===== config.mk =====
export PLATFORM = sky130hd
export DESIGN_NAME = rtcab_core
export DESIGN_NICKNAME = d
export VERILOG_FILES = /design/src/core/rtcab_pkg.sv /design/src/core/rtcab_bkp_if.sv /design/src/core/rtcab_bkp_store.sv /design/src/core/rtcab_core.sv
export SDC_FILE = /design/constraint.sdc
export NUM_CORES = 1
export LEC_CHECK = 0
export BUFFER_PORTS_ARGS = -buffer_cell sky130_fd_sc_hd__buf_2
export CORE_MARGIN = 1
export CORE_UTILIZATION = 30
export DETAILED_ROUTE_END_ITERATION = 12
export GPL_TIMING_DRIVEN = 0
export HOLD_SLACK_MARGIN = 0.1
export PLACE_DENSITY = 0.45
export SLEW_MARGIN = 40
export SYNTH_ARGS = -nofsm -noshare
export SYNTH_HDL_FRONTEND = slang
export SYNTH_SLANG_ARGS = --single-unit

===== constraint.sdc =====
create_clock -name clk_sys_in -period 3.27 [get_ports clk_sys_in]
set_input_delay 0.654 -clock clk_sys_in [delete_from_list [all_inputs] [get_ports clk_sys_in]]
set_output_delay 0.654 -clock clk_sys_in [all_outputs]
set_load 0.05 [all_outputs]

===== src/core/rtcab_pkg.sv =====
// Constants and types shared by the clock, alarm and backup store logic.
package rtcab_pkg;

    localparam int CNT_W = 32;
    localparam int PRESC_W = 20;
    localparam logic [19:0] PRESC_RELOAD_RST = 20'h07fff;
    localparam logic [19:0] PRESC_ZERO = 20'h00000;
    localparam logic [19:0] PRESC_STEP = 20'h00001;
    localparam logic [31:0] CNT_RST = 32'h00000000;
    localparam logic [31:0] CNT_STEP = 32'h00000001;
    localparam logic [31:0] CMP_RST = 32'hffffffff;

    localparam int FAST_DIV_W = 7;
    localparam logic [6:0] FAST_DIV_LAST = 7'h7f;
    localparam logic [6:0] FAST_DIV_RST = 7'h00;
    localparam logic [6:0] FAST_DIV_STEP = 7'h01;

    localparam int CAL_W = 5;
    localparam logic [4:0] CAL_HALF_LAST = 5'h1f;
    localparam logic [4:0] CAL_RST = 5'h00;
    localparam logic [4:0] CAL_STEP = 5'h01;

    localparam int BKP_N = 10;
    localparam int BKP_W = 16;
    localparam int BKP_IDX_W = 4;
    localparam logic [15:0] BKP_RST = 16'h0000;

    typedef enum logic [1:0] {
        RTCAB_SRC_NONE = 2'h0,
        RTCAB_SRC_SLOW_XTAL = 2'h1,
        RTCAB_SRC_LP_RC = 2'h2,
        RTCAB_SRC_FAST_DIV = 2'h3
    } rtcab_src_t;

endpackage


===== src/core/rtcab_bkp_if.sv =====
// Carrier between the clock core and its backup register store.
`timescale 1ns/10ps
interface rtcab_bkp_if;
    import rtcab_pkg::*;
    logic we;
    logic [BKP_IDX_W-1:0] idx;
    logic [BKP_W-1:0] wdata;
    logic [BKP_W-1:0] rdata;
    modport ctl (output we, output idx, output wdata, input rdata);
    modport store (input we, input idx, input wdata, output rdata);
endinterface


===== src/core/rtcab_bkp_store.sv =====
// Ten 16-bit backup registers with a registered read port.
`timescale 1ns/10ps
module rtcab_bkp_store
    import rtcab_pkg::*;
#(
    parameter int N = BKP_N
) (
    input wire logic clk_sys_in,
    input wire logic rst_in,
    rtcab_bkp_if.store bus
);
    logic [BKP_W-1:0] mem_q [N];
    logic [BKP_W-1:0] mem_d [N];
    logic [BKP_W-1:0] rdata_q;
    logic [BKP_W-1:0] rdata_d;

    // The store only clears on rst_in, which models loss of the backup supply, not standby.
    always_comb begin
        rdata_d = BKP_RST;
        if (int'(bus.idx) < N) begin
            rdata_d = mem_q[bus.idx];
        end
    end

    generate
        for (genvar i = 0; i < N; i++) begin : g_word
            always_comb begin
                mem_d[i] = mem_q[i];
                if (bus.we && int'(bus.idx) == i) begin
                    mem_d[i] = bus.wdata;
                end
            end
            always_ff @(posedge clk_sys_in) begin
                if (rst_in) begin
                    mem_q[i] <= BKP_RST;
                end else begin
                    mem_q[i] <= mem_d[i];
                end
            end
        end
    endgenerate

    always_ff @(posedge clk_sys_in) begin
        if (rst_in) begin
            rdata_q <= BKP_RST;
        end else begin
            rdata_q <= rdata_d;
        end
    end

    assign bus.rdata = rdata_q;
endmodule


===== src/core/rtcab_core.sv =====
// Real-time clock core: source select, prescaler, counter, alarm, calibration and wake.
`timescale 1ns/10ps
module rtcab_core
    import rtcab_pkg::*;
(
    input wire logic clk_sys_in,
    input wire logic rst_in,
    input wire logic [1:0] src_sel_in,
    input wire logic slow_xtal_tick_in,
    input wire logic lp_rc_tick_in,
    input wire logic fast_external_osc_tick_in,
    input wire logic [PRESC_W-1:0] presc_reload_in,
    input wire logic presc_reload_we_in,
    input wire logic cnt_load_in,
    input wire logic [CNT_W-1:0] cnt_value_in,
    input wire logic cmp_we_in,
    input wire logic [CNT_W-1:0] cmp_value_in,
    input wire logic alarm_clear_in,
    input wire logic cal_enable_in,
    input wire logic bkp_we_in,
    input wire logic [BKP_IDX_W-1:0] bkp_idx_in,
    input wire logic [BKP_W-1:0] bkp_wdata_in,
    input wire logic standby_in,
    input wire logic external_reset_pin_in,
    input wire logic independent_watchdog_rst_in,
    input wire logic wakeup_pin_in,
    output logic [CNT_W-1:0] count_out,
    output logic tick_irq_out,
    output logic alarm_irq_out,
    output logic alarm_flag_out,
    output logic alarm_event_out,
    output logic standby_exit_out,
    output logic cal_out,
    output logic [BKP_W-1:0] bkp_rdata_out
);
    rtcab_bkp_if bkp ();

    logic [FAST_DIV_W-1:0] fdiv_q;
    logic [FAST_DIV_W-1:0] fdiv_d;
    logic fast_en;
    logic src_en;

    logic [PRESC_W-1:0] reload_q;
    logic [PRESC_W-1:0] reload_d;
    logic [PRESC_W-1:0] presc_q;
    logic [PRESC_W-1:0] presc_d;
    logic tick;

    logic [CNT_W-1:0] cnt_q;
    logic [CNT_W-1:0] cnt_d;
    logic [CNT_W-1:0] cmp_q;
    logic [CNT_W-1:0] cmp_d;
    logic hit;

    logic tick_irq_q;
    logic tick_irq_d;
    logic alarm_irq_q;
    logic alarm_irq_d;
    logic alarm_flag_q;
    logic alarm_flag_d;
    logic alarm_evt_q;
    logic alarm_evt_d;
    logic wake_q;
    logic wake_d;
    logic wakeup_prev_q;

    logic [CAL_W-1:0] cal_cnt_q;
    logic [CAL_W-1:0] cal_cnt_d;
    logic cal_q;
    logic cal_d;

    // The fast oscillator is far too quick for a time base, so it is cut down by 128 first.
    always_comb begin
        fdiv_d = fdiv_q;
        fast_en = 1'b0;
        if (fast_external_osc_tick_in) begin
            fdiv_d = fdiv_q + FAST_DIV_STEP;
            fast_en = (fdiv_q == FAST_DIV_LAST);
        end
    end

    always_comb begin
        case (rtcab_src_t'(src_sel_in))
            RTCAB_SRC_SLOW_XTAL: src_en = slow_xtal_tick_in;
            RTCAB_SRC_LP_RC: src_en = lp_rc_tick_in;
            RTCAB_SRC_FAST_DIV: src_en = fast_en;
            default: src_en = 1'b0;
        endcase
    end

    always_ff @(posedge clk_sys_in) begin
        if (rst_in) begin
            fdiv_q <= FAST_DIV_RST;
        end else begin
            fdiv_q <= fdiv_d;
        end
    end

    // The standby input deliberately gates nothing here, so time keeps moving.
    always_comb begin
        reload_d = reload_q;
        presc_d = presc_q;
        tick = 1'b0;
        if (presc_reload_we_in) begin
            reload_d = presc_reload_in;
        end
        if (src_en) begin
            if (presc_q == PRESC_ZERO) begin
                presc_d = reload_q;
                tick = 1'b1;
            end else begin
                presc_d = presc_q - PRESC_STEP;
            end
        end
    end

    always_ff @(posedge clk_sys_in) begin
        if (rst_in) begin
            reload_q <= PRESC_RELOAD_RST;
            presc_q <= PRESC_RELOAD_RST;
        end else begin
            reload_q <= reload_d;
            presc_q <= presc_d;
        end
    end

    // A software load wins over a tick in the same cycle; that tick's step is dropped.
    always_comb begin
        cnt_d = cnt_q;
        cmp_d = cmp_q;
        if (cmp_we_in) begin
            cmp_d = cmp_value_in;
        end
        if (cnt_load_in) begin
            cnt_d = cnt_value_in;
        end else if (tick) begin
            cnt_d = cnt_q + CNT_STEP;
        end
        hit = (cnt_d != cnt_q) && (cnt_d == cmp_d);
    end

    always_ff @(posedge clk_sys_in) begin
        if (rst_in) begin
            cnt_q <= CNT_RST;
            cmp_q <= CMP_RST;
        end else begin
            cnt_q <= cnt_d;
            cmp_q <= cmp_d;
        end
    end

    // The flag is only set when the count moves onto the compare value, so it never re-fires
    // while the two simply stay equal; a new hit in the clear cycle keeps the flag set.
    always_comb begin
        tick_irq_d = tick;
        alarm_irq_d = hit;
        alarm_evt_d = hit;
        alarm_flag_d = alarm_flag_q;
        if (alarm_clear_in) begin
            alarm_flag_d = 1'b0;
        end
        if (hit) begin
            alarm_flag_d = 1'b1;
        end
        wake_d = standby_in && (hit || external_reset_pin_in || independent_watchdog_rst_in
            || (wakeup_pin_in && !wakeup_prev_q));
    end

    always_ff @(posedge clk_sys_in) begin
        if (rst_in) begin
            tick_irq_q <= 1'b0;
            alarm_irq_q <= 1'b0;
            alarm_evt_q <= 1'b0;
            alarm_flag_q <= 1'b0;
            wake_q <= 1'b0;
            wakeup_prev_q <= 1'b0;
        end else begin
            tick_irq_q <= tick_irq_d;
            alarm_irq_q <= alarm_irq_d;
            alarm_evt_q <= alarm_evt_d;
            alarm_flag_q <= alarm_flag_d;
            wake_q <= wake_d;
            wakeup_prev_q <= wakeup_pin_in;
        end
    end

    // 32 source edges per half period gives 512 Hz from a 32.768 kHz source.
    always_comb begin
        cal_cnt_d = cal_cnt_q;
        cal_d = cal_q;
        if (!cal_enable_in) begin
            cal_cnt_d = CAL_RST;
            cal_d = 1'b0;
        end else if (src_en) begin
            cal_cnt_d = cal_cnt_q + CAL_STEP;
            if (cal_cnt_q == CAL_HALF_LAST) begin
                cal_d = !cal_q;
            end
        end
    end

    always_ff @(posedge clk_sys_in) begin
        if (rst_in) begin
            cal_cnt_q <= CAL_RST;
            cal_q <= 1'b0;
        end else begin
            cal_cnt_q <= cal_cnt_d;
            cal_q <= cal_d;
        end
    end

    // Only rst_in clears clock and backup state; standby is just an input here.
    assign bkp.we = bkp_we_in;
    assign bkp.idx = bkp_idx_in;
    assign bkp.wdata = bkp_wdata_in;

    rtcab_bkp_store #(
        .N(BKP_N)
    ) u_bkp (
        .clk_sys_in(clk_sys_in),
        .rst_in(rst_in),
        .bus(bkp)
    );

    assign count_out = cnt_q;
    assign tick_irq_out = tick_irq_q;
    assign alarm_irq_out = alarm_irq_q;
    assign alarm_flag_out = alarm_flag_q;
    assign alarm_event_out = alarm_evt_q;
    assign standby_exit_out = wake_q;
    assign cal_out = cal_q;
    assign bkp_rdata_out = bkp.rdata;
endmodule


==> results.yml <==
critical_path:
  r2r-end: "alarm_flag_out"
  crit_path_end_kind: "register"
  rr_worst_depth: 14
  worstSetupPathType: "register to register"
  worstPathCellList: "ha_2 -> and3_4 -> and4_4 -> buf_8 -> o211ai_4 -> clkbuf_16 -> nor3_1 -> o31ai_2 -> xnor2_2 -> nand4_1 -> nor4_2 -> nand4_1 -> buf_6 -> a21oi_2"
  arrival_ns: 3.76
  crit_buf_inv: 3
  required_ns: 3.74
  crit_top_cell: "nand4_1"
  r2r-start: "fdiv_q[1]"
  setup.reg_to_reg.worst_slack_ns: -0.02
  start_kind: "register"
  crit_fanout: 8
  slowest_delay_ns: 0.33
  critPathSlowestCell: "o211ai_4"
  cpLargestDelayFamily: "simple AND/OR/NAND/NOR gates"
sta:
  rsz0062_at_grt: "true"
  fin_setup_tns_ns: -0.0332
  period_needed_ns: 3.29
  drv_slew: 0
  fmax_mhz: 304
  setup_viol: 2
  min_period_over_period: 1.01
  finalClockSkew_ns: 0.0201
  setup_ws_ns: -0.0228
  hold_viol_final: 0
  worst_slew_margin_rel: 0.430
  tightestPinTransition_ns: 0.855
layout:
  final_core_util: 0.385
  diodes: 0
  fill_cells: 4665
  multi_input_area_um2: 6800
  drive_above_1_share: 0.267
  register_area_um2: 7590
  area_growth_pct: 25.8
  nets: 1634
  fin_cells: 2142
worst_hold_path:
  hp-class: "input pin to register"
  hold_depth: 2
  whs_endpoint: "reload_q[6]"
  hold_start: "presc_reload_in[6]"
grt:
  grt_max_degree: 17
  grt_pass1_wl_mm: 65.4
  antenna_found_initial: 0
  overflow: 0
  grtUsageTotal: 0.180
  grt_pass1_vias: 10800
synthesis:
  synthArstFlopShare: 0
  synth_top_cells_by_area: "edfxtp_1 (34%), dfxtp_1 (19%), and2_1 (7.1%)"
  synth-edff-count: 160
  synth_cell_types: 64
  yosysSeqAreaShare: 0.528
  yosysWarnings: 0
  ys_ff_latch: 298
  postSynthCellCount: 1262
  synth_top_area_cell: "edfxtp_1"
  ys.flop_type: "edfxtp_1"
  syn-cell-area_um2: 14300
  syn_nets: 1389
  netlist.area_leader.share: 0.336
  syn-mean-instance-area_um2: 11.3
routing:
  drc: 5
  detail_route.wl_per_cell_um: 20.1
  drt_wl_total_mm: 43.1
  drt_iter0_drc: 692
  first_pass_iters: 9
  viasPerCell: 4.84
  num_vias: 10400
  drtAntennaViolNets: 0
clock_tree:
  cts_hold_buf: 0
  cts_inserted_buffers: 36
  clk_latency_ns: 0.55
  path_clk_slew_ns: 0.06
  cts_max_path_buffers: 3
  cts-root-buf: "clkbuf_16"
  cts_htree_levels: 2
  clock-sinks: 298
  cts_tree: "built"
die:
  initial_core_util: 0.306
  die_h_um: 220
  core_um2: 46900
  die_w_um: 220
  num_rows: 79
  die_area_um2: 48600
  io_pins: 175
power:
  p_leak_nw: 6.85
  p_sw_mw: 2.44
  comb_power_share: 0.115
  p_int_mw: 6.99
  powerDensity_nw_per_um2: 523
  clkPwrFrac: 0.434
  seqPwrFrac: 0.451
  max-vdd-ir-drop_mv: 0.292
  switching_share: 0.259
placement:
  dp_slack_ns: -1.42
  io_buffers: 169
  place.gp.congestion: 0.871
  dp.cells: 2042
  dp_hpwl_mm: 31.7
run:
  drv_cap: 0
status:
  status: "complete, but fails checks"
  violations: "DRC, setup timing"
-- cell type report --
class,count,share of cell area
flip-flops and latches,298,0.421
repair buffers,208,0.0677
clock buffers,55,0.0592
multi-input cells,868,0.377
inverters,18,0.00375
clock inverters,11,0.00750
well taps,607,0.0421
plain buffers,77,0.0211
-- per-stage QoR --
stage / area (um2) / hold slack, ns / power [mW]
finish: 18000 / 0.316 / 9.43
global route: 18000 / 0.300 / 9.82
CTS: 17900 / 0.294 / 9.56
detailed placement: 16100 / 0.458 / 5.37
global placement: 15900 / 0.447 / 5.35
floorplan: 14300 / 0.436 / 4.96
-- flip-flops by register name, indices dropped and copies added (netlist names) --
register,flops
u_bkp.mem_q,160
cmp_q,32
count_out,32
presc_q,20
reload_q,20
u_bkp.bus.rdata,16
fdiv_q,7
cal_cnt_q,5
alarm_event_out,1
alarm_flag_out,1
cal_out,1
standby_exit_out,1
tick_irq_out,1
wakeup_prev_q,1
-- synthesized netlist by cell type, types with 4 or more instances --
cell and number:
and2_1 162, edfxtp_1 160, dfxtp_1 138, nor2_1 78, mux2i_1 64, clkbuf_1 63, nand2b_1 62, xor2_1 59
nand2_1 44, nor2b_1 38, a211oi_1 36, xnor2_1 34, mux4_2 32, a21oi_1 25, nor4_1 25, nand4_1 22
nor3_1 21, o21ai_0 19, inv_1 17, a211o_1 16, o31ai_1 16, o22ai_1 11, nand3_1 9, buf_1 8
or2_2 8, o31a_1 7, or3_1 7, and4_1 6, ha_1 6, o21a_1 6, o21bai_1 6, o2111ai_1 4
or4_1 4
-- power groups by stage --
| stage | clock network [mW] | registers [mW] | logic (mW) |
|---|---|---|---|
| 3_5_place_dp | 0 | 4.33 | 1.04 |
| 3_3_place_gp | 0 | 4.33 | 1.02 |
| 4_1_cts | 4.23 | 4.25 | 1.08 |
| 5_1_grt | 4.37 | 4.27 | 1.17 |
| 6_report | 4.10 | 4.25 | 1.08 |
| 2_1_floorplan | 0 | 4.43 | 0.525 |
-- placed cells by master (no fill, tap or decap), drive strengths merged, types with 16 or more instances in the layout --
master / instances
nor2: 79
nor2b: 38
nor3: 24
nor4: 27
mux4: 32
and2: 163
dfxtp: 138
inv: 19
nand2b: 62
nand2: 44
xnor2: 35
xor2: 59
o31ai: 16
o21ai: 20
mux2i: 64
a211oi: 36
edfxtp: 160
clkbuf: 117
a21oi: 25
nand4: 22
a211o: 16
buf: 223
-- kinds of logic after synthesis --
logic type	after synthesis	share of synthesized area
multiplexers	96	0.0951
AND/OR/NAND/NOR	504	0.201
buffers and inverters	96	0.0270
adder cells (fa/ha/maj)	6	0.00524
AO/OA/AOI/OAI	168	0.0853
XOR/XNOR	94	0.0580
flip-flops	298	0.528
-- worst max-delay path by stage --
stage          depth (start not counted)  slack (ns)     startpoint                end
4_1_cts                               14       -0.04    presc_q[13]     alarm_flag_out
3_3_place_gp                          13       -1.66  src_sel_in[1]    alarm_event_out
2_1_floorplan                          5        0.05  bkp_idx_in[0]  u_bkp.mem_q[7][0]
5_1_grt                               15       -0.22     presc_q[1]     alarm_flag_out
3_5_place_dp                          13       -1.42  src_sel_in[1]    alarm_event_out
6_report                              14       -0.02      fdiv_q[1]     alarm_flag_out
-- what timing repair did --
item | 4_1_cts | 5_1_grt
cloned | 1 | 0
pin swaps | 26 | 14
endpoints found under the setup margin | 13 | 14
gates resized for setup | 94 | 15
setup buffers | 24 | 10
-- per-layer routing --
layer,share of wire,wire length [um],GRT usage,vias to the layer above
li1,-,-,-,5038
met1,0.44,18800,0.228,4989
met2,0.48,20900,0.305,260
met3,0.049,2110,0.0345,78
met4,0.030,1290,0.0662,0
met5,0,0,0,-
(Power assumes the default switching activity.)
